File: src/design/ulm_pkg.sv
package ulm_pkg;

	// ****************************************************************
	// Register offsets (byte addresses on the plain register port)
	// ****************************************************************
	localparam logic [5:0] OFS_MODE_ONE = 6'h00;
	localparam logic [5:0] OFS_MODE_TWO = 6'h04;
	localparam logic [5:0] OFS_STATUS_CMD = 6'h08;
	localparam logic [5:0] OFS_BUFFER = 6'h0C;
	localparam logic [5:0] OFS_VECTOR = 6'h10;

	// ****************************************************************
	// Field positions
	// ****************************************************************
	localparam int PM_HI = 4;
	localparam int PM_LO = 3;
	localparam int PT_BIT = 2;
	localparam int CM_HI = 7;
	localparam int CM_LO = 6;
	localparam logic [1:0] PM_MULTIDROP = 2'h3;

	// Command bits (write to the status/command location)
	localparam int CMD_RX_EN = 0;
	localparam int CMD_RX_DIS = 1;
	localparam int CMD_TX_EN = 2;
	localparam int CMD_TX_DIS = 3;

	// Status bits
	localparam int ST_RX_READY = 0;
	localparam int ST_TX_READY = 2;
	localparam int ST_TX_EMPTY = 3;
	localparam int ST_OVERRUN = 4;
	localparam int ST_PARITY = 5;
	localparam int ST_FRAME = 6;
	localparam int ST_BREAK = 7;

	// ****************************************************************
	// Reset values
	// ****************************************************************
	localparam logic [7:0] MODE_ONE_RST = 8'h00;
	localparam logic [7:0] MODE_TWO_RST = 8'h00;
	localparam logic [7:0] VECTOR_RST = 8'h0F;

	// Channel operating modes
	typedef enum logic [1:0] {CHAN_NORMAL, CHAN_ECHO, CHAN_LOCAL, CHAN_REMOTE} ulm_chan_mode_t;

endpackage

File: src/design/ulm_channel_modes.sv
// The register offsets and the plain strobed port were left to the implementer.
`timescale 1ns/1ns
`default_nettype none
module ulm_channel_modes
(
	// Clock and reset
	input wire logic clock,
	input wire logic rstn,
	// Register port
	input wire logic [5:0] regAddr,
	input wire logic [31:0] regWrData,
	input wire logic regWr,
	input wire logic regRd,
	output logic [7:0] regRdData,
	// Interrupt acknowledge
	input wire logic iackReq,
	output logic iackAck,
	output logic [7:0] iackVector,
	// Serial pins
	input wire logic rxdPin,
	output logic txdPin,
	// Bit clock ticks from the baud generators
	input wire logic rxClkTick,
	input wire logic txClkTick,
	// Transmitter engine
	input wire logic txEngBit,
	input wire logic txEngEmpty,
	input wire logic txEngReady,
	output logic txEngLoad,
	output logic [7:0] txEngData,
	output logic txEngClkTick,
	output logic txEngEnable,
	output logic txParityGen,
	output logic txTagSlot,
	output logic txTagValue,
	// Receiver engine
	output logic rxEngBit,
	output logic rxEngClkTick,
	output logic rxParityCheck,
	input wire logic rxCharValid,
	input wire logic [7:0] rxCharData,
	input wire logic rxCharSlot,
	input wire logic rxParityErr,
	input wire logic rxFrameErr,
	input wire logic rxBreakDet,
	input wire logic rxStartDet,
	input wire logic rxOverrun,
	// Receive FIFO
	output logic fifoPush,
	output logic [7:0] fifoData,
	output logic fifoStatPe,
	output logic fifoStatFe,
	output logic fifoStatRb,
	output logic fifoPop,
	input wire logic fifoNotEmpty,
	input wire logic [7:0] fifoTopData,
	input wire logic fifoTopPe,
	input wire logic fifoTopFe,
	input wire logic fifoTopRb
);

	// ****************************************************************
	// Registers and decode
	// ****************************************************************
	logic [7:0] modeOneReg;
	logic [7:0] modeTwoReg;
	logic [7:0] vectorReg;
	logic rxEnabledReg;
	logic txEnabledReg;
	logic breakHoldReg;
	logic echoBitReg;
	logic [7:0] statusByte;
	logic [7:0] readNext;
	ulm_pkg::ulm_chan_mode_t chanMode;
	logic multidrop;
	logic loopsBack;
	logic wrByte;
	logic txEmptyFlag;
	logic txReadyFlag;
	logic pushCond;

	// Address match helper shared by the read and write paths
	function automatic logic hit(input logic [5:0] a, input logic [5:0] ofs);
		hit = (a == ofs);
	endfunction

	// Mode decode is combinational so a new setting applies mid-character
	assign chanMode = ulm_pkg::ulm_chan_mode_t'(modeTwoReg[ulm_pkg::CM_HI:ulm_pkg::CM_LO]);
	assign multidrop = (modeOneReg[ulm_pkg::PM_HI:ulm_pkg::PM_LO] == ulm_pkg::PM_MULTIDROP);
	assign loopsBack = (chanMode == ulm_pkg::CHAN_ECHO) || (chanMode == ulm_pkg::CHAN_REMOTE);
	assign wrByte = regWr; // Upper lanes ignored, only bits 7:0 are used

	// ****************************************************************
	// Configuration registers
	// ****************************************************************

	// Mode registers; the status location is read-only so writes there are commands only
	always_ff @(posedge clock)
	begin
		if (!rstn)
		begin
			modeOneReg <= ulm_pkg::MODE_ONE_RST;
			modeTwoReg <= ulm_pkg::MODE_TWO_RST;
		end
		else if (wrByte && hit(regAddr, ulm_pkg::OFS_MODE_ONE))
			modeOneReg <= regWrData[7:0];
		else if (wrByte && hit(regAddr, ulm_pkg::OFS_MODE_TWO))
			modeTwoReg <= regWrData[7:0];
	end

	// Vector register; left at its reset value the handler lands on a spurious vector
	always_ff @(posedge clock)
	begin
		if (!rstn)
			vectorReg <= ulm_pkg::VECTOR_RST;
		else if (wrByte && hit(regAddr, ulm_pkg::OFS_VECTOR))
			vectorReg <= regWrData[7:0];
	end

	// Enable commands; enable wins if software sets both bits at once
	always_ff @(posedge clock)
	begin
		if (!rstn)
		begin
			rxEnabledReg <= 1'b0;
			txEnabledReg <= 1'b0;
		end
		else if (wrByte && hit(regAddr, ulm_pkg::OFS_STATUS_CMD))
		begin
			if (regWrData[ulm_pkg::CMD_RX_EN])
				rxEnabledReg <= 1'b1;
			else if (regWrData[ulm_pkg::CMD_RX_DIS])
				rxEnabledReg <= 1'b0;
			if (regWrData[ulm_pkg::CMD_TX_EN])
				txEnabledReg <= 1'b1;
			else if (regWrData[ulm_pkg::CMD_TX_DIS])
				txEnabledReg <= 1'b0;
		end
	end

	// ****************************************************************
	// Read path and status
	// ****************************************************************

	// Transmitter flags are dead while the transmitter is bypassed
	assign txEmptyFlag = txEngEmpty && !loopsBack;
	assign txReadyFlag = txEngReady && txEnabledReg && !loopsBack;

	// Status byte; remote loop hides received data and all error status
	always_comb
	begin
		statusByte = 8'h00;
		statusByte[ulm_pkg::ST_TX_EMPTY] = txEmptyFlag;
		statusByte[ulm_pkg::ST_TX_READY] = txReadyFlag;
		if (chanMode != ulm_pkg::CHAN_REMOTE)
		begin
			statusByte[ulm_pkg::ST_RX_READY] = fifoNotEmpty;
			statusByte[ulm_pkg::ST_OVERRUN] = rxOverrun && fifoNotEmpty;
			statusByte[ulm_pkg::ST_PARITY] = fifoTopPe && fifoNotEmpty; // Tag in multidrop
			statusByte[ulm_pkg::ST_FRAME] = fifoTopFe && fifoNotEmpty;
			statusByte[ulm_pkg::ST_BREAK] = fifoTopRb && fifoNotEmpty;
		end
	end

	// Read mux; unmapped locations return zero
	always_comb
	begin
		readNext = 8'h00;
		if (hit(regAddr, ulm_pkg::OFS_MODE_ONE))
			readNext = modeOneReg;
		else if (hit(regAddr, ulm_pkg::OFS_MODE_TWO))
			readNext = modeTwoReg;
		else if (hit(regAddr, ulm_pkg::OFS_STATUS_CMD))
			readNext = statusByte;
		else if (hit(regAddr, ulm_pkg::OFS_BUFFER) && chanMode != ulm_pkg::CHAN_REMOTE)
			readNext = fifoTopData;
		else if (hit(regAddr, ulm_pkg::OFS_VECTOR))
			readNext = vectorReg;
	end

	// Read data lands the next cycle with no stall possible
	always_ff @(posedge clock)
	begin
		if (!rstn)
			regRdData <= 8'h00;
		else if (regRd)
			regRdData <= readNext;
		else
			regRdData <= 8'h00;
	end

	// Reading the buffer pops the FIFO top
	always_ff @(posedge clock)
	begin
		if (!rstn)
			fifoPop <= 1'b0;
		else
			fifoPop <= regRd && hit(regAddr, ulm_pkg::OFS_BUFFER) && fifoNotEmpty &&
				chanMode != ulm_pkg::CHAN_REMOTE;
	end

	// ****************************************************************
	// Interrupt acknowledge
	// ****************************************************************

	// Vector answered one cycle after the acknowledge strobe
	always_ff @(posedge clock)
	begin
		if (!rstn)
		begin
			iackAck <= 1'b0;
			iackVector <= 8'h00;
		end
		else
		begin
			iackAck <= iackReq;
			iackVector <= iackReq ? vectorReg : 8'h00;
		end
	end

	// ****************************************************************
	// Transmit path from the processor
	// ****************************************************************

	// Buffer writes go to the transmitter only when it is not bypassed
	always_ff @(posedge clock)
	begin
		if (!rstn)
		begin
			txEngLoad <= 1'b0;
			txEngData <= 8'h00;
		end
		else
		begin
			txEngLoad <= wrByte && hit(regAddr, ulm_pkg::OFS_BUFFER) && txEnabledReg &&
				!loopsBack;
			if (wrByte && hit(regAddr, ulm_pkg::OFS_BUFFER))
				txEngData <= regWrData[7:0];
		end
	end

	// Framing controls; multidrop replaces parity with the tag bit
	assign txEngEnable = txEnabledReg;
	assign txParityGen = !multidrop && (chanMode != ulm_pkg::CHAN_REMOTE);
	assign txTagSlot = multidrop;
	assign txTagValue = modeOneReg[ulm_pkg::PT_BIT]; // Polarity picks address or data
	assign rxParityCheck = !multidrop && (chanMode != ulm_pkg::CHAN_REMOTE);

	// ****************************************************************
	// Serial routing
	// ****************************************************************

	// Clock ticks follow the looping mode
	assign rxEngClkTick = (chanMode == ulm_pkg::CHAN_LOCAL) ? txClkTick : rxClkTick;
	assign txEngClkTick = (chanMode == ulm_pkg::CHAN_REMOTE) ? rxClkTick : txClkTick;

	// Break hold: a break keeps the echoed line low until a fresh start bit
	always_ff @(posedge clock)
	begin
		if (!rstn)
			breakHoldReg <= 1'b0;
		else if (rxBreakDet && loopsBack)
			breakHoldReg <= 1'b1; // A break in the start cycle still holds
		else if (rxStartDet)
			breakHoldReg <= 1'b0;
	end

	// Echo sampler: bits are retaken on the receiver clock, parity and stops untouched
	always_ff @(posedge clock)
	begin
		if (!rstn)
			echoBitReg <= 1'b1;
		else if (breakHoldReg && loopsBack)
			echoBitReg <= 1'b0;
		else if (rxClkTick)
			echoBitReg <= rxdPin;
	end

	// Pin and receiver inputs registered; one cycle of lag is far below a bit time
	always_ff @(posedge clock)
	begin
		if (!rstn)
		begin
			txdPin <= 1'b1;
			rxEngBit <= 1'b1;
		end
		else
		begin
			case (chanMode)
				ulm_pkg::CHAN_ECHO, ulm_pkg::CHAN_REMOTE:
				begin
					txdPin <= echoBitReg;
					rxEngBit <= rxdPin;
				end
				ulm_pkg::CHAN_LOCAL:
				begin
					txdPin <= 1'b1;
					rxEngBit <= txEngBit;
				end
				default:
				begin
					txdPin <= txEngBit;
					rxEngBit <= rxdPin;
				end
			endcase
		end
	end

	// ****************************************************************
	// Receive FIFO loading
	// ****************************************************************

	// Multidrop keeps addresses even with the receiver off; remote loop keeps nothing
	always_comb
	begin
		pushCond = 1'b0;
		if (rxCharValid && chanMode != ulm_pkg::CHAN_REMOTE)
		begin
			if (multidrop)
				pushCond = rxEnabledReg || rxCharSlot;
			else
				pushCond = rxEnabledReg;
		end
	end

	// Character and its status enter the FIFO together
	always_ff @(posedge clock)
	begin
		if (!rstn)
		begin
			fifoPush <= 1'b0;
			fifoData <= 8'h00;
			fifoStatPe <= 1'b0;
			fifoStatFe <= 1'b0;
			fifoStatRb <= 1'b0;
		end
		else
		begin
			fifoPush <= pushCond;
			if (pushCond)
			begin
				fifoData <= rxCharData;
				fifoStatPe <= multidrop ? rxCharSlot : rxParityErr;
				fifoStatFe <= rxFrameErr;
				fifoStatRb <= rxBreakDet;
			end
		end
	end
endmodule // ulm_channel_modes
`default_nettype wire

File: config.mk
export PLATFORM = sky130hd
export DESIGN_NAME = ulm_channel_modes
export DESIGN_NICKNAME = d
export VERILOG_FILES = /design/src/design/ulm_pkg.sv /design/src/design/ulm_channel_modes.sv
export SDC_FILE = /design/constraint.sdc
export NUM_CORES = 1
export LEC_CHECK = 0
export BUFFER_PORTS_ARGS = -buffer_cell sky130_fd_sc_hd__clkbuf_2
export CAP_MARGIN = 15
export CELL_PAD_IN_SITES_DETAIL_PLACEMENT = 1
export CELL_PAD_IN_SITES_GLOBAL_PLACEMENT = 2
export CORE_UTILIZATION = 24
export DETAILED_ROUTE_END_ITERATION = 6
export PLACE_DENSITY_LB_ADDON = 0.1
export SETUP_SLACK_MARGIN = 0.2
export SLEW_MARGIN = 25
export SYNTH_ARGS = -nofsm -noshare
export SYNTH_HDL_FRONTEND = slang
export SYNTH_SLANG_ARGS = --single-unit
File: constraint.sdc
create_clock -name clock -period 1.6 [get_ports clock]
set_input_delay 0.16 -clock clock [delete_from_list [all_inputs] [get_ports clock]]
set_output_delay 0.16 -clock clock [all_outputs]
set_load 0.01 [all_outputs]
==> metrics.md <==
| Metric | Value |
|---|---|
| Status | `complete, but fails checks` |
| Violated checks | `design-rule violations` |
| Max Cap Viol | `0` |
| Top FF cell, synth | `dfxtp_1` |
| Post-synth top area share | `0.484` |
| Worst-Margin Slew | `0.570 ns` |
| Final WL | `8810 microns` |
| Max FO, Critical Path | `4` |
| First-pass GRT wire length | `14000 microns` |
| Post-synth EDFFs | `0` |
| Endpoints failing hold | `0` |
| WP data arrival | `1.39 ns` |
| Vias after detailed routing | `2528` |
| Flop2flop setup slack | `0.16 ns` |
| IO buf count | `99` |
| Critical hold path startpoint | `rxCharData[2]` |
| Post-synthesis cell type count | `37` |
| RSZ-0062 raised after global routing | `yes` |
| R2R Path End | `regRdData[4]` |
| Synth Area in XOR/XNOR | `0` |
| Adder-cell share of the synthesized area | `0` |
| Die Span Y | `111 microns` |
| Asr flop ratio synth | `0` |
| Syn nets | `374` |
| Period utilisation layout | `0.966` |
| Area delta synth->final | `40.4%` |
| Top cell by count, worst path | `buf_6` |
| Worst R2R Path Depth | `6` |
| Post-synthesis sequential area ratio | `0.484` |
| Worst VDD drop | `0.000391 V` |
| Skew final | `0.00458 ns` |
| Largest net degree at the start of global routing | `64` |
| Mux cell area share after synthesis | `0.142` |
| Num CTS Buffers | `9` |
| CTS clk-pin slew, worst paths | `0.05 ns` |
| Vias in the first global route | `2548` |
| Min-delay worst type | `primary input to flip-flop` |
| Worst path top cell family by delay | `flip-flops` |
| Commonest non-fill, non-tap cell in the layout | `clkbuf_2` |
| DRC | `14` |
| Leakage | `0.00182 uW` |
| I/O pins | `124` |
| Leading area contributor after synthesis | `dfxtp_1` |
| RR Startpoint | `modeTwoReg[7]` |
| Drt first pass iters | `6` |
| Pins Over Slew Limit | `0` |
| Worst slew margin | `0.620` |
| Initial antenna violation count | `0` |
| CP peak stage delay | `0.36 ns` |
| Max Buffers Root-to-Sink | `2` |
| DRT antenna net count | `0` |
| Routability cong. | `0.776` |
| Vias/cell | `4.48` |
| Final core utilization | `0.348` |
| Power Density | `956 nW/um^2` |
| Worst hold path endpoint | `fifoData[2]` |
| Die Wd | `111 microns` |
| Synth Cell Area | `2860 sq um` |
| DP HPWL | `6660 microns` |
| CTS sink cnt | `69` |
| Warnings from Yosys | `0` |
| Die area | `12300 sq um` |
| Grt ovf | `0` |
| CP Launch Type | `flip-flop` |
| Crit path kind | `flip-flop to output port` |
| Initial core utilization | `0.248` |
| CP endpoint kind | `output port` |
| Cells after synthesis | `298` |
| Layout Nets | `494` |
| Synth Area in Simple Gates | `0.234` |
| Setup TNS Final | `0 ns` |
| Yosys reg bits | `69` |
| Mean post-synth cell area | `9.58 sq um` |
| Share of cells above drive strength 1 | `0.373` |
| H-tree Lvls | `3` |
| Largest family of logic cells by synthesized area | `simple AND/OR/NAND/NOR gates` |
| Core Region | `11500 sq um` |
| CTS tree | `built` |
| Compound-Gate Fraction of Synth Area | `0.107` |
| Worst-Skew Late Latency | `0.33 ns` |
| CTS Root Cell | `clkbuf_16` |
| GRT Total Usage | `0.151` |
| Worst path bufs/invs | `2` |
| Antenna cells | `0` |
| # setup viols final | `0` |
| WL per Instance | `15.6 microns` |
| Starting DRT DRC Count | `70` |
| Critical Path RT | `1.44 ns` |
| Final Critical Period | `1.55 ns` |
| Core Rows | `39` |
| Slowest CP cell | `dfxtp_4` |
| Hold Crit Depth | `3` |
| FMAX | `0.647 GHz` |
| Commonest cells after routing, fill and taps aside | `clkbuf_2 (97), dfxtp_1 (67), mux2i_1 (36), nor2b_1 (35), nand2_1 (29)` |
| CP Cell Sequence | `buf_6, nor2b_4, mux2_4, buf_6` |
| Ranking of synthesized cells by area | `dfxtp_1 (48%), mux2i_1 (13%), nor2b_1 (7.9%), nand2_1 (3.9%), nand3_1 (2.5%)` |
## tightest hold or removal path: stages
cell and delay (ns):
clkbuf_2 0.08, mux2i_1 0.06, nor2b_1 0.09
## per-stage QoR
stage                     area, sq um  std cells  hold WS [ns]  worst slack [ns]  power (uW)
final                            4010        564        0.0864            0.0544        3830
after global routing             4010        564        0.0991            0.0135        3990
after CTS                        3980        562        0.0811            0.0228        3890
after detailed placement         3650        546         0.429            0.0202        2060
after global placement           3650        546         0.420            0.0430        2050
after floorplan                  2870        298         0.287            0.0638        1900
## sequential cells by signal (all words and copies together), names as in the netlist, 8 cells and up
name,cells
modeOneReg,8
fifoData,8
iackVector,8
txEngData,8
vectorReg,8
regRdData,8
modeTwoReg,8
## layer usage
metal  vias up  wire [microns]  global-route usage
met5         -               0                   0
met4         0             129              0.0541
met3        11             430              0.0405
met2        53            4200               0.247
met1      1185            4040               0.189
li1       1279               -                   -
## where the power goes
group | total (uW) | switching (uW) | internal [uW]
combinational | 277 | 152 | 125
clock | 1820 | 707 | 1110
sequential | 1740 | 5.95 | 1730
total | 3830 | 864 | 2970
## synth_stat cells, types with 4 or more instances
| cell type | count |
|---|---|
| a21oi_1 | 11 |
| clkbuf_1 | 16 |
| mux2_2 | 4 |
| and3_1 | 10 |
| nand2_1 | 30 |
| and2_1 | 4 |
| mux2i_1 | 36 |
| nor2_1 | 8 |
| a21boi_0 | 7 |
| nand3_1 | 14 |
| o21ai_0 | 9 |
| a221o_1 | 4 |
| dfxtp_1 | 69 |
| nor2b_1 | 36 |
## final cells by class
type | instances | area [sq um]
well taps | 143 | 179
multi-input cells | 206 | 1430
fillers | 1326 | 7510
repair buffers | 129 | 738
clock inverters | 2 | 10.0
clock buffers | 12 | 256
flip-flops and latches | 69 | 1390
inverters | 3 | 11.3
## what timing repair did
item | 4_1_cts | 5_1_grt
buffers inserted | 2 | 2
hold buffers | 0 | 0
gates resized for setup | 14 | 5
endpoints found under the setup margin | 17 | 16
## cells by family after synthesis
| family | count (synthesis) |
|---|---|
| AO/OA/AOI/OAI | 45 |
| AND/OR/NAND/NOR | 121 |
| multiplexers | 40 |
| buffers and inverters | 23 |
| flip-flops | 69 |
## how the worst max path moves through the flow
stage | from | slack [ns] | cells past startpoint | endpoint
4_1_cts | modeTwoReg[7] | 0.02 | 4 | rxEngClkTick
5_1_grt | modeTwoReg[7] | 0.01 | 4 | rxEngClkTick
6_report | modeTwoReg[7] | 0.05 | 4 | rxEngClkTick
2_1_floorplan | regAddr[1] | 0.06 | 5 | modeTwoReg[0]
3_3_place_gp | regAddr[1] | 0.04 | 6 | modeTwoReg[2]
3_5_place_dp | regAddr[1] | 0.02 | 6 | modeTwoReg[3]
Power figures use the tool's default switching activity.
